### config.mk
export PLATFORM = sky130hd
export DESIGN_NAME = cttc_regs
export DESIGN_NICKNAME = d
export VERILOG_FILES = /design/src/rtl/dummy_end_marker_not_used.sv /design/src/rtl/cttc_pkg.sv /design/src/rtl/cttc_regs.sv /design/src/rtl/cttc_sec_timer.sv /design/src/rtl/cttc_sync.sv
export SDC_FILE = /design/constraint.sdc
export NUM_CORES = 1
export LEC_CHECK = 0
export ABC_AREA = 1
export ABC_CLOCK_PERIOD_IN_PS = 8250
export BUFFER_PORTS_ARGS = -buffer_cell sky130_fd_sc_hd__buf_2
export CELL_PAD_IN_SITES_DETAIL_PLACEMENT = 0
export CELL_PAD_IN_SITES_GLOBAL_PLACEMENT = 1
export CORE_MARGIN = 2
export CORE_UTILIZATION = 48
export DETAILED_ROUTE_END_ITERATION = 7
export HOLD_SLACK_MARGIN = 0.05
export PLACE_DENSITY_LB_ADDON = 0.08
export RECOVER_POWER = 50
export SLEW_MARGIN = 20
export SYNTH_ARGS = -nofsm -noshare
export SYNTH_HDL_FRONTEND = slang
export SYNTH_SLANG_ARGS = --single-unit
### constraint.sdc
create_clock -name MCLK -period 8.25 [get_ports MCLK]
set_clock_uncertainty 0.05 [all_clocks]
set_input_delay 0.825 -clock MCLK [delete_from_list [all_inputs] [get_ports MCLK]]
set_output_delay 0.825 -clock MCLK [all_outputs]
set_load 0.05 [all_outputs]
### src/rtl/dummy_end_marker_not_used.sv
`timescale 1ns/1ps
`default_nettype none
`default_nettype wire

### src/rtl/cttc_pkg.sv
// Purpose: constants, field layout and types of the charge configuration bank
// Assumes: 200 MHz MCLK, 8-bit registers behind a two-wire serial port
// Notes: decode figures in mA, mV, seconds, minutes and hours
`default_nettype none
package cttc_pkg;
	// register offsets and power-on values
	localparam logic [7:0] PRECHG_TERM_ADDR = 8'h03;
	localparam logic [7:0] CHARGE_VOLTAGE_CODE_TOPOFF_ADDR = 8'h04;
	localparam logic [7:0] TERM_WD_TIMER_ADDR = 8'h05;
	localparam logic [7:0] PRECHG_TERM_POR = 8'h22;
	localparam logic [7:0] CHARGE_VOLTAGE_CODE_TOPOFF_POR = 8'h58;
	localparam logic [7:0] TERM_WD_TIMER_POR = 8'h9f;
	// field positions
	localparam int PRECHG_LSB = 4;
	localparam int TERM_LSB = 0;
	localparam int CHARGE_VOLTAGE_CODE_LSB = 3;
	localparam int TOPOFF_LSB = 1;
	localparam int RECHG_BIT = 0;
	localparam int TERM_EN_BIT = 7;
	localparam int WD_LSB = 4;
	localparam int TIMER_EN_BIT = 3;
	localparam int SAFETY_LEN_BIT = 2;
	localparam int TLIM_BIT = 1;
	localparam int COLD_BIT = 0;
	// decode figures
	localparam int CUR_OFS_MA = 60;
	localparam int CUR_STEP_MA = 60;
	localparam int PRECHG_MAX_CODE = 12;
	localparam int CHARGE_VOLTAGE_CODE_OFS_MV = 3856;
	localparam int CHARGE_VOLTAGE_CODE_STEP_MV = 32;
	localparam int CHARGE_VOLTAGE_CODE_MAX_CODE = 24;
	localparam int CHARGE_VOLTAGE_CODE_SPECIAL_CODE = 15;
	localparam int CHARGE_VOLTAGE_CODE_SPECIAL_MV = 4352;
	localparam int RECHG_LOW_MV = 100;
	localparam int RECHG_HIGH_MV = 200;
	localparam int TLIM_LOW_C = 80;
	localparam int TLIM_HIGH_C = 120;
	localparam int COLD_HALF_PCT = 50;
	localparam int COLD_FIFTH_PCT = 20;
	// timing
	localparam longint CLK_HZ = 200_000_000;
	localparam longint TICK_S = 1;
	localparam int SEC_CYCLES_DEF = int'(CLK_HZ * TICK_S);
	localparam int TOPOFF_STEP_MIN = 15;
	localparam int WD_BASE_S = 40;
	localparam int SAFETY_SHORT_HR = 4;
	localparam int SAFETY_LONG_HR = 6;
	localparam int SEC_PER_MIN = 60;
	localparam int SEC_PER_HR = 3600;
	localparam int TIMER_W = 15;

	typedef struct packed {
		logic [9:0] precharge_ma;
		logic [9:0] term_ma;
		logic [12:0] charge_voltage_code_mv;
		logic [5:0] topoff_min;
		logic [7:0] recharge_ofs_mv;
		logic term_en;
		logic [7:0] watchdog_s;
		logic timer_en;
		logic [2:0] safety_hrs;
		logic [6:0] thermal_c;
		logic [6:0] cold_pct;
	} cttc_cfg_s;

	// serial port states, gray along the usual path
	typedef enum logic [3:0] {
		ST_IDLE = 4'h0,
		ST_ADDR = 4'h1,
		ST_AACK = 4'h3,
		ST_PTR = 4'h2,
		ST_PACK = 4'h6,
		ST_WR = 4'h7,
		ST_WACK = 4'h5,
		ST_RD = 4'h4,
		ST_RACK = 4'hc
	} cttc_st_e;
endpackage
`default_nettype wire

### src/rtl/cttc_regs.sv
// Purpose: charge current, voltage and timer configuration bank on a serial port
// Assumes: charger status inputs come from logic on MCLK
// Notes: device address is a parameter; unmapped offsets read zero
// Function
// - pre-charge code decodes as 60 mA plus 60 mA per step
// - pre-charge codes above twelve act as twelve, 780 mA
// - termination code decodes as 60 mA plus 60 mA per step
// - voltage code decodes as 3856 mV plus 32 mV per step
// - voltage code fifteen gives fixed 4352 mV
// - voltage codes above twenty-four act as twenty-four
// - top-off extension: off, 15, 30 or 45 minutes
// - with top-off off, charge ends at termination at once
// - recharge when full battery drops below limit minus 100 or 200 mV
// - watchdog: off, 40, 80 or 160 seconds
// - safety timer counts pre-charge and fast charge when enabled
// - safety timer length four or six hours, six by default
// - thermal regulation threshold 80 or 120 degrees
// - cold zone current half or one fifth of programmed
// - current register loads 8'h22 at power-on
// - voltage register loads 8'h58 at power-on
// - control register loads 8'h9f at power-on
`timescale 1ns/1ps
`default_nettype none
module cttc_regs
	import cttc_pkg::*;
#(
	parameter logic [6:0] DEV_ADDR = 7'h55, // arbitrary value
	parameter int SEC_CYCLES = SEC_CYCLES_DEF
) (
	// clock and reset
	input wire logic MCLK,
	input wire logic RESET_N,
	// serial port
	input wire logic SCL_I,
	input wire logic SDA_I,
	output logic SDA_O,
	output logic SDA_OE,
	// register reset and watchdog
	input wire logic REG_RESET,
	input wire logic WATCHDOG_RESTART,
	output logic WATCHDOG_RESTART_CLEAR,
	output logic WATCHDOG_EXPIRED,
	// charger status
	input wire logic PRECHARGE_ACTIVE,
	input wire logic FASTCHARGE_ACTIVE,
	input wire logic TERM_DETECT,
	input wire logic [12:0] VBAT_MV,
	// charger control
	output logic CHARGE_DONE,
	output logic RECHARGE_START,
	output logic SAFETY_EXPIRED,
	output cttc_cfg_s CFG
);
	typedef struct packed {
		logic [7:0] r03;
		logic [7:0] r04;
		logic [7:0] r05;
		cttc_cfg_s cfg;
		cttc_st_e st;
		logic [3:0] bitcnt;
		logic [7:0] sr;
		logic [7:0] tx;
		logic [7:0] ptr;
		logic rw;
		logic ack_ok;
		logic sda_oe;
		logic scl_p;
		logic sda_p;
		logic done;
		logic rchg;
		logic wd_clr;
	} cttc_core_s;
	cttc_core_s q, d;

	logic scl, sda;
	logic wd_exp, safe_exp, top_exp;
	logic wd_run, wd_clear, safe_run, safe_clear, top_run, top_clear;
	logic term_cond, por_load;
	logic [1:0] wd_code, top_code;
	logic [TIMER_W-1:0] wd_lim, safe_lim, top_lim;

	function automatic logic [7:0] reg_read(input logic [7:0] a, input logic [7:0] r3,
		input logic [7:0] r4, input logic [7:0] r5);
		case (a)
			PRECHG_TERM_ADDR: reg_read = r3;
			CHARGE_VOLTAGE_CODE_TOPOFF_ADDR: reg_read = r4;
			TERM_WD_TIMER_ADDR: reg_read = r5;
			default: reg_read = 8'h00;
		endcase
	endfunction

	cttc_sync #(.W(2), .INIT(2'h3)) u_sync (
		.clk(MCLK),
		.rst_n(RESET_N),
		.din({SCL_I, SDA_I}),
		.dout({scl, sda})
	);

	// timer controls
	always_comb begin
		wd_code = q.r05[WD_LSB +: 2];
		top_code = q.r04[TOPOFF_LSB +: 2];
		term_cond = q.cfg.term_en && TERM_DETECT;
		por_load = REG_RESET || wd_exp;
		wd_run = wd_code != 2'h0;
		wd_clear = !wd_run || WATCHDOG_RESTART || wd_exp || REG_RESET;
		wd_lim = TIMER_W'(q.cfg.watchdog_s);
		safe_run = q.cfg.timer_en && (PRECHARGE_ACTIVE || FASTCHARGE_ACTIVE);
		safe_clear = !(PRECHARGE_ACTIVE || FASTCHARGE_ACTIVE) || por_load;
		safe_lim = TIMER_W'(int'(q.cfg.safety_hrs) * SEC_PER_HR);
		top_run = term_cond && !q.done && top_code != 2'h0;
		top_clear = !term_cond || q.done || por_load;
		top_lim = TIMER_W'(int'(q.cfg.topoff_min) * SEC_PER_MIN);
	end

	cttc_sec_timer #(.SEC_CYCLES(SEC_CYCLES)) u_wd (
		.clk(MCLK),
		.rst_n(RESET_N),
		.run(wd_run),
		.clear(wd_clear),
		.limit_s(wd_lim),
		.expired(wd_exp)
	);

	cttc_sec_timer #(.SEC_CYCLES(SEC_CYCLES)) u_safe (
		.clk(MCLK),
		.rst_n(RESET_N),
		.run(safe_run),
		.clear(safe_clear),
		.limit_s(safe_lim),
		.expired(safe_exp)
	);

	cttc_sec_timer #(.SEC_CYCLES(SEC_CYCLES)) u_top (
		.clk(MCLK),
		.rst_n(RESET_N),
		.run(top_run),
		.clear(top_clear),
		.limit_s(top_lim),
		.expired(top_exp)
	);

	always_comb begin
		logic [3:0] pc;
		logic [4:0] vc;
		logic wr_en;
		pc = '0;
		vc = '0;
		wr_en = 1'b0;
		d = q;
		d.scl_p = scl;
		d.sda_p = sda;
		d.rchg = 1'b0;
		d.wd_clr = WATCHDOG_RESTART || wd_exp;

		// serial port
		if (scl && q.scl_p && q.sda_p && !sda) begin
			d.st = ST_ADDR;
			d.bitcnt = '0;
			d.sda_oe = 1'b0;
		end else if (scl && q.scl_p && !q.sda_p && sda) begin
			d.st = ST_IDLE;
			d.sda_oe = 1'b0;
		end else if (scl && !q.scl_p) begin
			case (q.st)
				ST_ADDR, ST_PTR, ST_WR: begin
					d.sr = {q.sr[6:0], sda};
					d.bitcnt = q.bitcnt + 4'h1;
				end
				ST_RACK: d.ack_ok = !sda;
				default: d.ack_ok = q.ack_ok;
			endcase
		end else if (!scl && q.scl_p) begin
			case (q.st)
				ST_ADDR: begin
					if (q.bitcnt == 4'h8) begin
						if (q.sr[7:1] == DEV_ADDR) begin
							d.st = ST_AACK;
							d.rw = q.sr[0];
							d.sda_oe = 1'b1;
						end else begin
							d.st = ST_IDLE;
						end
					end
				end
				ST_AACK: begin
					d.bitcnt = '0;
					if (q.rw) begin
						d.tx = reg_read(q.ptr, q.r03, q.r04, q.r05);
						d.sda_oe = !d.tx[7];
						d.st = ST_RD;
					end else begin
						d.sda_oe = 1'b0;
						d.st = ST_PTR;
					end
				end
				ST_PTR: begin
					if (q.bitcnt == 4'h8) begin
						d.ptr = q.sr;
						d.sda_oe = 1'b1;
						d.st = ST_PACK;
					end
				end
				ST_PACK, ST_WACK: begin
					if (q.st == ST_WACK) begin
						d.ptr = q.ptr + 8'h01;
					end
					d.sda_oe = 1'b0;
					d.bitcnt = '0;
					d.st = ST_WR;
				end
				ST_WR: begin
					if (q.bitcnt == 4'h8) begin
						wr_en = 1'b1;
						d.sda_oe = 1'b1;
						d.st = ST_WACK;
					end
				end
				ST_RD: begin
					if (q.bitcnt == 4'h7) begin
						d.sda_oe = 1'b0;
						d.st = ST_RACK;
					end else begin
						d.tx = {q.tx[6:0], 1'b0};
						d.sda_oe = !d.tx[7];
						d.bitcnt = q.bitcnt + 4'h1;
					end
				end
				ST_RACK: begin
					if (q.ack_ok) begin
						d.ptr = q.ptr + 8'h01;
						d.tx = reg_read(d.ptr, q.r03, q.r04, q.r05);
						d.sda_oe = !d.tx[7];
						d.bitcnt = '0;
						d.st = ST_RD;
					end else begin
						d.st = ST_IDLE;
					end
				end
				default: d.st = ST_IDLE;
			endcase
		end

		// register bank; reset requests beat a same-cycle write
		if (por_load) begin
			d.r03 = PRECHG_TERM_POR;
			d.r04 = CHARGE_VOLTAGE_CODE_TOPOFF_POR;
			d.r05 = TERM_WD_TIMER_POR;
		end else if (wr_en) begin
			case (q.ptr)
				PRECHG_TERM_ADDR: d.r03 = q.sr;
				CHARGE_VOLTAGE_CODE_TOPOFF_ADDR: d.r04 = q.sr;
				TERM_WD_TIMER_ADDR: d.r05 = q.sr;
				default: d.r03 = q.r03;
			endcase
		end

		// decode; one cycle behind the bank
		pc = q.r03[PRECHG_LSB +: 4];
		if (pc > 4'(PRECHG_MAX_CODE)) begin
			pc = 4'(PRECHG_MAX_CODE);
		end
		d.cfg.precharge_ma = 10'(CUR_OFS_MA + CUR_STEP_MA * int'(pc));
		d.cfg.term_ma = 10'(CUR_OFS_MA + CUR_STEP_MA * int'(q.r03[TERM_LSB +: 4]));
		vc = q.r04[CHARGE_VOLTAGE_CODE_LSB +: 5];
		if (vc > 5'(CHARGE_VOLTAGE_CODE_MAX_CODE)) begin
			vc = 5'(CHARGE_VOLTAGE_CODE_MAX_CODE);
		end
		if (vc == 5'(CHARGE_VOLTAGE_CODE_SPECIAL_CODE)) begin
			d.cfg.charge_voltage_code_mv = 13'(CHARGE_VOLTAGE_CODE_SPECIAL_MV);
		end else begin
			d.cfg.charge_voltage_code_mv = 13'(CHARGE_VOLTAGE_CODE_OFS_MV + CHARGE_VOLTAGE_CODE_STEP_MV * int'(vc));
		end
		d.cfg.topoff_min = 6'(TOPOFF_STEP_MIN * int'(top_code));
		d.cfg.recharge_ofs_mv = q.r04[RECHG_BIT] ? 8'(RECHG_HIGH_MV) : 8'(RECHG_LOW_MV);
		d.cfg.term_en = q.r05[TERM_EN_BIT];
		d.cfg.watchdog_s = (wd_code == 2'h0) ? 8'h00 :
			8'(WD_BASE_S << (int'(wd_code) - 1));
		d.cfg.timer_en = q.r05[TIMER_EN_BIT];
		d.cfg.safety_hrs = q.r05[SAFETY_LEN_BIT] ? 3'(SAFETY_LONG_HR) : 3'(SAFETY_SHORT_HR);
		d.cfg.thermal_c = q.r05[TLIM_BIT] ? 7'(TLIM_HIGH_C) : 7'(TLIM_LOW_C);
		d.cfg.cold_pct = q.r05[COLD_BIT] ? 7'(COLD_FIFTH_PCT) : 7'(COLD_HALF_PCT);

		// termination, top-off and recharge
		if (q.done) begin
			if (VBAT_MV < q.cfg.charge_voltage_code_mv - 13'(q.cfg.recharge_ofs_mv)) begin
				d.rchg = 1'b1;
				d.done = 1'b0;
			end
		end else if (term_cond && (top_code == 2'h0 || top_exp)) begin
			d.done = 1'b1;
		end
	end

	always_ff @(posedge MCLK) begin
		if (!RESET_N) begin
			q <= '0;
			q.r03 <= PRECHG_TERM_POR;
			q.r04 <= CHARGE_VOLTAGE_CODE_TOPOFF_POR;
			q.r05 <= TERM_WD_TIMER_POR;
			q.st <= ST_IDLE;
			q.scl_p <= 1'b1;
			q.sda_p <= 1'b1;
		end else begin
			q <= d;
		end
	end

	assign SDA_O = 1'b0;
	assign SDA_OE = q.sda_oe;
	assign WATCHDOG_RESTART_CLEAR = q.wd_clr;
	assign WATCHDOG_EXPIRED = wd_exp;
	assign CHARGE_DONE = q.done;
	assign RECHARGE_START = q.rchg;
	assign SAFETY_EXPIRED = safe_exp;
	assign CFG = q.cfg;

	a_pre_decode: assert property (
		@(posedge MCLK) disable iff (!RESET_N)
		(q.r03[7:4] <= 4'hc) |=> (q.cfg.precharge_ma == 10'(60 + 60 * int'($past(q.r03[7:4])))))
		else $error("pre-charge current decode wrong");
	a_pre_clamp: assert property (
		@(posedge MCLK) disable iff (!RESET_N)
		(q.r03[7:4] > 4'hc) |=> (q.cfg.precharge_ma == 10'd780))
		else $error("pre-charge current not clamped");
	a_term_decode: assert property (
		@(posedge MCLK) disable iff (!RESET_N)
		(q.r03[3:0] == 4'hf) |=> (q.cfg.term_ma == 10'd960))
		else $error("termination current decode wrong");
	a_charge_voltage_code_linear: assert property (
		@(posedge MCLK) disable iff (!RESET_N)
		(q.r04[7:3] <= 5'h18 && q.r04[7:3] != 5'h0f)
		|=> (q.cfg.charge_voltage_code_mv == 13'(3856 + 32 * int'($past(q.r04[7:3])))))
		else $error("charge voltage decode wrong");
	a_charge_voltage_code_special: assert property (
		@(posedge MCLK) disable iff (!RESET_N)
		(q.r04[7:3] == 5'h0f) |=> (q.cfg.charge_voltage_code_mv == 13'd4352))
		else $error("charge voltage special code wrong");
	a_charge_voltage_code_clamp: assert property (
		@(posedge MCLK) disable iff (!RESET_N)
		(q.r04[7:3] > 5'h18) |=> (q.cfg.charge_voltage_code_mv == 13'd4624))
		else $error("charge voltage not clamped");
	a_topoff_off_done: assert property (
		@(posedge MCLK) disable iff (!RESET_N)
		(!q.done && q.cfg.term_en && TERM_DETECT && q.r04[2:1] == 2'h0) |=> q.done)
		else $error("charge did not end at termination");
	a_topoff_wait: assert property (
		@(posedge MCLK) disable iff (!RESET_N)
		(!q.done && !top_exp && q.r04[2:1] != 2'h0) |=> !q.done)
		else $error("charge ended before top-off expiry");
	a_recharge_ofs: assert property (
		@(posedge MCLK) disable iff (!RESET_N)
		RECHARGE_START |-> $past(q.done)
		&& ($past(VBAT_MV) < $past(q.cfg.charge_voltage_code_mv) - 13'($past(q.cfg.recharge_ofs_mv))))
		else $error("recharge started without cause");
	a_wd_disable: assert property (
		@(posedge MCLK) disable iff (!RESET_N)
		(q.r05[5:4] == 2'h0)[*2] |=> !wd_exp)
		else $error("disabled watchdog expired");
	a_safety_len: assert property (
		@(posedge MCLK) disable iff (!RESET_N)
		q.r05[2] |=> (q.cfg.safety_hrs == 3'd6))
		else $error("safety timer length wrong");
	a_cold_thermal: assert property (
		@(posedge MCLK) disable iff (!RESET_N)
		(!q.r05[1] && q.r05[0]) |=> (q.cfg.thermal_c == 7'd80 && q.cfg.cold_pct == 7'd20))
		else $error("thermal or cold decode wrong");
	a_por_load: assert property (
		@(posedge MCLK) disable iff (!RESET_N)
		(REG_RESET || wd_exp) |=> (q.r03 == 8'h22 && q.r04 == 8'h58 && q.r05 == 8'h9f))
		else $error("power-on values not restored");
	a_wd_clear: assert property (
		@(posedge MCLK) disable iff (!RESET_N)
		WATCHDOG_RESTART |=> WATCHDOG_RESTART_CLEAR ##1 !wd_exp)
		else $error("watchdog restart not acknowledged");
endmodule
`default_nettype wire

### src/rtl/cttc_sec_timer.sv
// Purpose: seconds timer with prescaler and sticky expiry
// Assumes: limit_s steady while running; zero limit never expires
// Notes: clear beats counting, but an expiry in the clearing cycle still shows
`timescale 1ns/1ps
`default_nettype none
module cttc_sec_timer
	import cttc_pkg::*;
#(
	parameter int SEC_CYCLES = SEC_CYCLES_DEF
) (
	// clock and reset
	input wire logic clk,
	input wire logic rst_n,
	// control
	input wire logic run,
	input wire logic clear,
	input wire logic [TIMER_W-1:0] limit_s,
	// status
	output logic expired
);
	typedef struct packed {
		logic [31:0] pre;
		logic [TIMER_W-1:0] sec;
		logic exp;
	} cttc_tmr_s;
	cttc_tmr_s q, d;

	if (SEC_CYCLES < 2) begin : g_chk
		$error("SEC_CYCLES must be at least 2");
	end

	always_comb begin
		logic hit;
		hit = run && !q.exp && q.pre == 32'(SEC_CYCLES - 1) && limit_s != '0;
		hit = hit && (q.sec + 1'b1) >= limit_s;
		d = q;
		if (clear) begin
			d = '0;
			// set beats clear, so a same-cycle clear cannot swallow the expiry
			d.exp = hit;
		end else if (run && !q.exp) begin
			if (q.pre == 32'(SEC_CYCLES - 1)) begin
				d.pre = '0;
				d.sec = q.sec + 1'b1;
				if (limit_s != '0 && d.sec >= limit_s) begin
					d.exp = 1'b1;
				end
			end else begin
				d.pre = q.pre + 32'h1;
			end
		end
	end

	always_ff @(posedge clk) begin
		if (!rst_n) begin
			q <= '0;
		end else begin
			q <= d;
		end
	end

	assign expired = q.exp;
endmodule
`default_nettype wire

### src/rtl/cttc_sync.sv
// Purpose: three-stage pin synchroniser with agreement filter
// Assumes: inputs asynchronous to clk
// Notes: output moves only when stages two and three agree
`timescale 1ns/1ps
`default_nettype none
module cttc_sync #(
	parameter int W = 2,
	parameter logic [W-1:0] INIT = '1
) (
	// clock and reset
	input wire logic clk,
	input wire logic rst_n,
	// pins in, filtered out
	input wire logic [W-1:0] din,
	output logic [W-1:0] dout
);
	typedef struct packed {
		logic [W-1:0] s1;
		logic [W-1:0] s2;
		logic [W-1:0] s3;
		logic [W-1:0] filt;
	} cttc_sync_s;
	cttc_sync_s q, d;

	always_comb begin
		d = q;
		d.s1 = din;
		d.s2 = q.s1;
		d.s3 = q.s2;
		for (int i = 0; i < W; i++) begin
			if (q.s2[i] == q.s3[i]) begin
				d.filt[i] = q.s3[i];
			end
		end
	end

	always_ff @(posedge clk) begin
		if (!rst_n) begin
			q <= {INIT, INIT, INIT, INIT};
		end else begin
			q <= d;
		end
	end

	assign dout = q.filt;
endmodule
`default_nettype wire

==> run_results.csv <==
group,metric,value,unit
run_status,status,"finished with violations",
run_status,violations,"max-capacitance violations, max-slew violations",
synth,syn_area,16390,um2
cts,cts_made_buffers,31,
critical_path,start_kind,"input pin",
route,first_iter_violations,744,
route,vias,14780,
synth,postSynthAreaPerCell,6.894,um2
route,drt_first_pass_iters,7,
critical_path,critPathKind,"in2reg",
cells_and_area,fillCellCount,3482,
critical_path,reg2reg_slack,4.36,ns
sta,tightest_slew,2.100,ns
sta,maxSlewViolCount,80,
die,die_area,35650,um2
synth,synth-xor-area-share,3.999,%
min_path,hold_end,"u_sync.d[3]",
critical_path,critPathRequiredTime,8.72,ns
critical_path,end_kind,"register",
placed_design,dp_slack,4.274,ns
sta,relSlewSlack,-39.99,%
global_routing,overflow,0,
global_routing,met3_usage,2.906,%
min_path,hold_class,"reg2reg",
synth,synth_top_area_cell,"dfxtp_1",
die,initial_core_util,48.77,%
route,wl_per_cell,14.17,um
route,route.detailed.drc,0,
route,postRouteAntennaNets,0,
global_routing,grt_pass1_wl,68.25,mm
synth,synth_top_family_by_area,"simple AND/OR/NAND/NOR gates",
power,p_per_area,160.6,nW/um2
cts,clkLatencyLatePin,0.59,ns
cells_and_area,fin_area,17650,um2
cts,htree_levels,1,
synth,synth-edff-count,0,
placed_design,io_buffers,78,
cts,root_buffer,"clkbuf_16",
sta,setup_viol,0,
route,drt-total-wl,40.61,mm
synth,synth-compound-area-share,10.27,%
global_routing,busiest_layer,"met2",
global_routing,grtUsageMet2,39.86,%
cells_and_area,antenna_cells,0,
cts,post-cts-setup-buffers,0,
sta,grt_setup_unrepaired,"no",
cts,cts.sinks,258,
synth,synthMuxAreaShare,0.06105,%
synth,synthTopCellsByArea,"dfxtp_1 (32%), nand2_1 (12%), ha_1 (7.3%), inv_1 (6.6%), nand3_1 (5.4%)",
global_routing,grt_max_degree,49,
sta,post-route-min-period,5.534,ns
synth,ys.flop_type,"dfxtp_1",
critical_path,cp.arrival,6.00,ns
cells_and_area,area_growth,7.662,%
run,maxCapViolCount,2,
sta,final_hold_viol_count,0,
cts,cts_tree,"yes",
cts,holdBufCountCts,0,
cells_and_area,multi_input_area,9369,um2
critical_path,cp_max_fo,48,
synth,synth-simple-area-share,33.47,%
cells_and_area,mostFrequentLayoutCells,"nand2_1 (540), inv_1 (289), dfxtp_1 (258), nor2_1 (221), nand3_1 (176)",
global_routing,grt_pass1_vias,14130,
route,viasPerCell,5.158,
sta,period_share,67.08,%
cells_and_area,drive_gt1_share,6.824,%
placed_design,place.gp.congestion,0.8682,
placed_design,dpl.hpwl,30.60,mm
synth,synth-warning-count,0,
cts,clk_pin_slew,0.06,ns
synth,synthAdderAreaFrac,8.838,%
synth,yosysSeqAreaShare,31.50,%
power,ir_worst_vdd,0.0001560,V
critical_path,r2r-start,"CFG[38]",
cells_and_area,nNetsFinal,2523,
die,ios,103,
synth,synth_cells,2378,
die,die_y,188.8,um
sta,clock.fmax,0.1807,GHz
cells_and_area,layout_commonest_cell,"nand2_1",
cells_and_area,seqCellArea,5165,um2
min_path,min_from,"u_sync.d[5]",
global_routing,grtUsageTotal,22.82,%
placed_design,postPlaceCellArea,16660,um2
die,core_area,33620,um2
synth,yosysTopAreaCellShare,31.50,%
critical_path,r2r_cells,21,
global_routing,grt_util_met1,30.22,%
synth,ys_ff_latch,258,
synth,synth_cell_types,60,
sta,fin_setup_tns,0,ns
sta,layout_setup_ws,2.716,ns
die,rows,67,
critical_path,rr_endpoint,"u_top.expired",
power,p_leak,7.158,nW
cts,post_cts_resized,0,
sta,hold_ws,0.3604,ns
synth,async_flop_share,0,%
min_path,whs_path_depth,1,
global_routing,antenna_found_initial,0,
die,die_w,188.8,um
cts,clock_path_buffers,3,
per-layer routing:
metal | up-vias | share of wire (%)
met3 | 53 | 3.6
met1 | 6799 | 47
met4 | 0 | 1.9
met2 | 246 | 47
met5 | - | 0
li1 | 7686 | -
power by group:
part | leakage (nW) | internal [W] | switching, W | total [W]
logic | 4.54 | 0.0000298 | 0.000107 | 0.000137
clock network | 0.530 | 0.000869 | 0.000567 | 0.00144
registers | 2.09 | 0.00125 | 0.00000724 | 0.00126
layout make-up:
cell class / instances / area share (%)
Multi-Input combinational cell: 1715 / 53.08
Sequential cell: 258 / 29.26
Inverter: 305 / 6.486
Clock buffer: 42 / 4.969
Tap cell: 448 / 3.176
Timing Repair Buffer: 82 / 1.900
Clock inverter: 16 / 1.127
logic make-up after synthesis:
family          Yosys count
xor+xnor                 74
mux                       1
buf+inv                 426
compound gates          307
fa+ha+maj               108
flops                   258
other cells               1
simple gates           1203
registers in the layout, indices dropped and copies added (netlist names):
register and count:
CFG 43, d 2, u_top.expired 1, q 57
u_wd.expired 1, RECHARGE_START 1, WATCHDOG_RESTART_CLEAR 1, CHARGE_DONE 1
u_safe.q 47, u_wd.q 47, u_sync.d 4, SDA_OE 1
u_top.q 47, u_safe.expired 1, u_sync.q 2, u_sync.dout 2
synthesized netlist by cell type (6+ instances only):
master,n
a31oi_1,6
nor2_2,15
nand2_2,8
nor2_4,7
xnor2_1,14
or2_2,19
nor4_1,16
o211ai_1,9
nand2_1,540
fa_1,13
dfxtp_1,258
o21ai_1,13
buf_4,78
nand4_1,50
xor2_1,59
nand3b_1,16
ha_1,95
buf_2,8
o21bai_1,7
clkbuf_1,28
nor3b_1,13
nand3_2,7
nand3_1,176
o21ai_0,87
inv_2,16
o22ai_1,11
nor2_1,221
a21oi_1,148
inv_1,288
nor3_1,92
a211oi_1,6
metrics by stage:
| step | cells | total power [W] | util (%) |
|---|---|---|---|
| after floorplan | 2399 | 0.001414 | - |
| after detailed placement | 2808 | 0.001430 | 49.56 |
| final | 2866 | 0.002835 | 52.51 |
| after CTS | 2866 | 0.002872 | 52.76 |
| after global placement | 2808 | 0.001428 | 49.56 |
| after global routing | 2866 | 0.002929 | 52.51 |
critical path, stage by stage:
cell	delay, ns
buf_2	0.07
clkbuf_1	1.49
inv_1	0.09
clkbuf_1	0.67
nor2_1	0.30
clkbuf_1	0.65
inv_2	0.28
nor2_4	0.30
inv_1	0.41
nor2_2	0.55
o21ai_0	0.18
a21oi_1	0.14
worst max path at each step:
| stage | endpoint | depth (start not counted) | start |
|---|---|---|---|
| after floorplan | u_top.expired | 21 | CFG[38] |
| after global placement | u_safe.q[28] | 12 | RESET_N |
| after detailed placement | u_safe.q[27] | 12 | RESET_N |
| after CTS | u_top.expired | 21 | CFG[38] |
| after global routing | u_safe.q[27] | 12 | RESET_N |
| final | u_safe.q[27] | 12 | RESET_N |
Power figures use the tool's default switching activity.
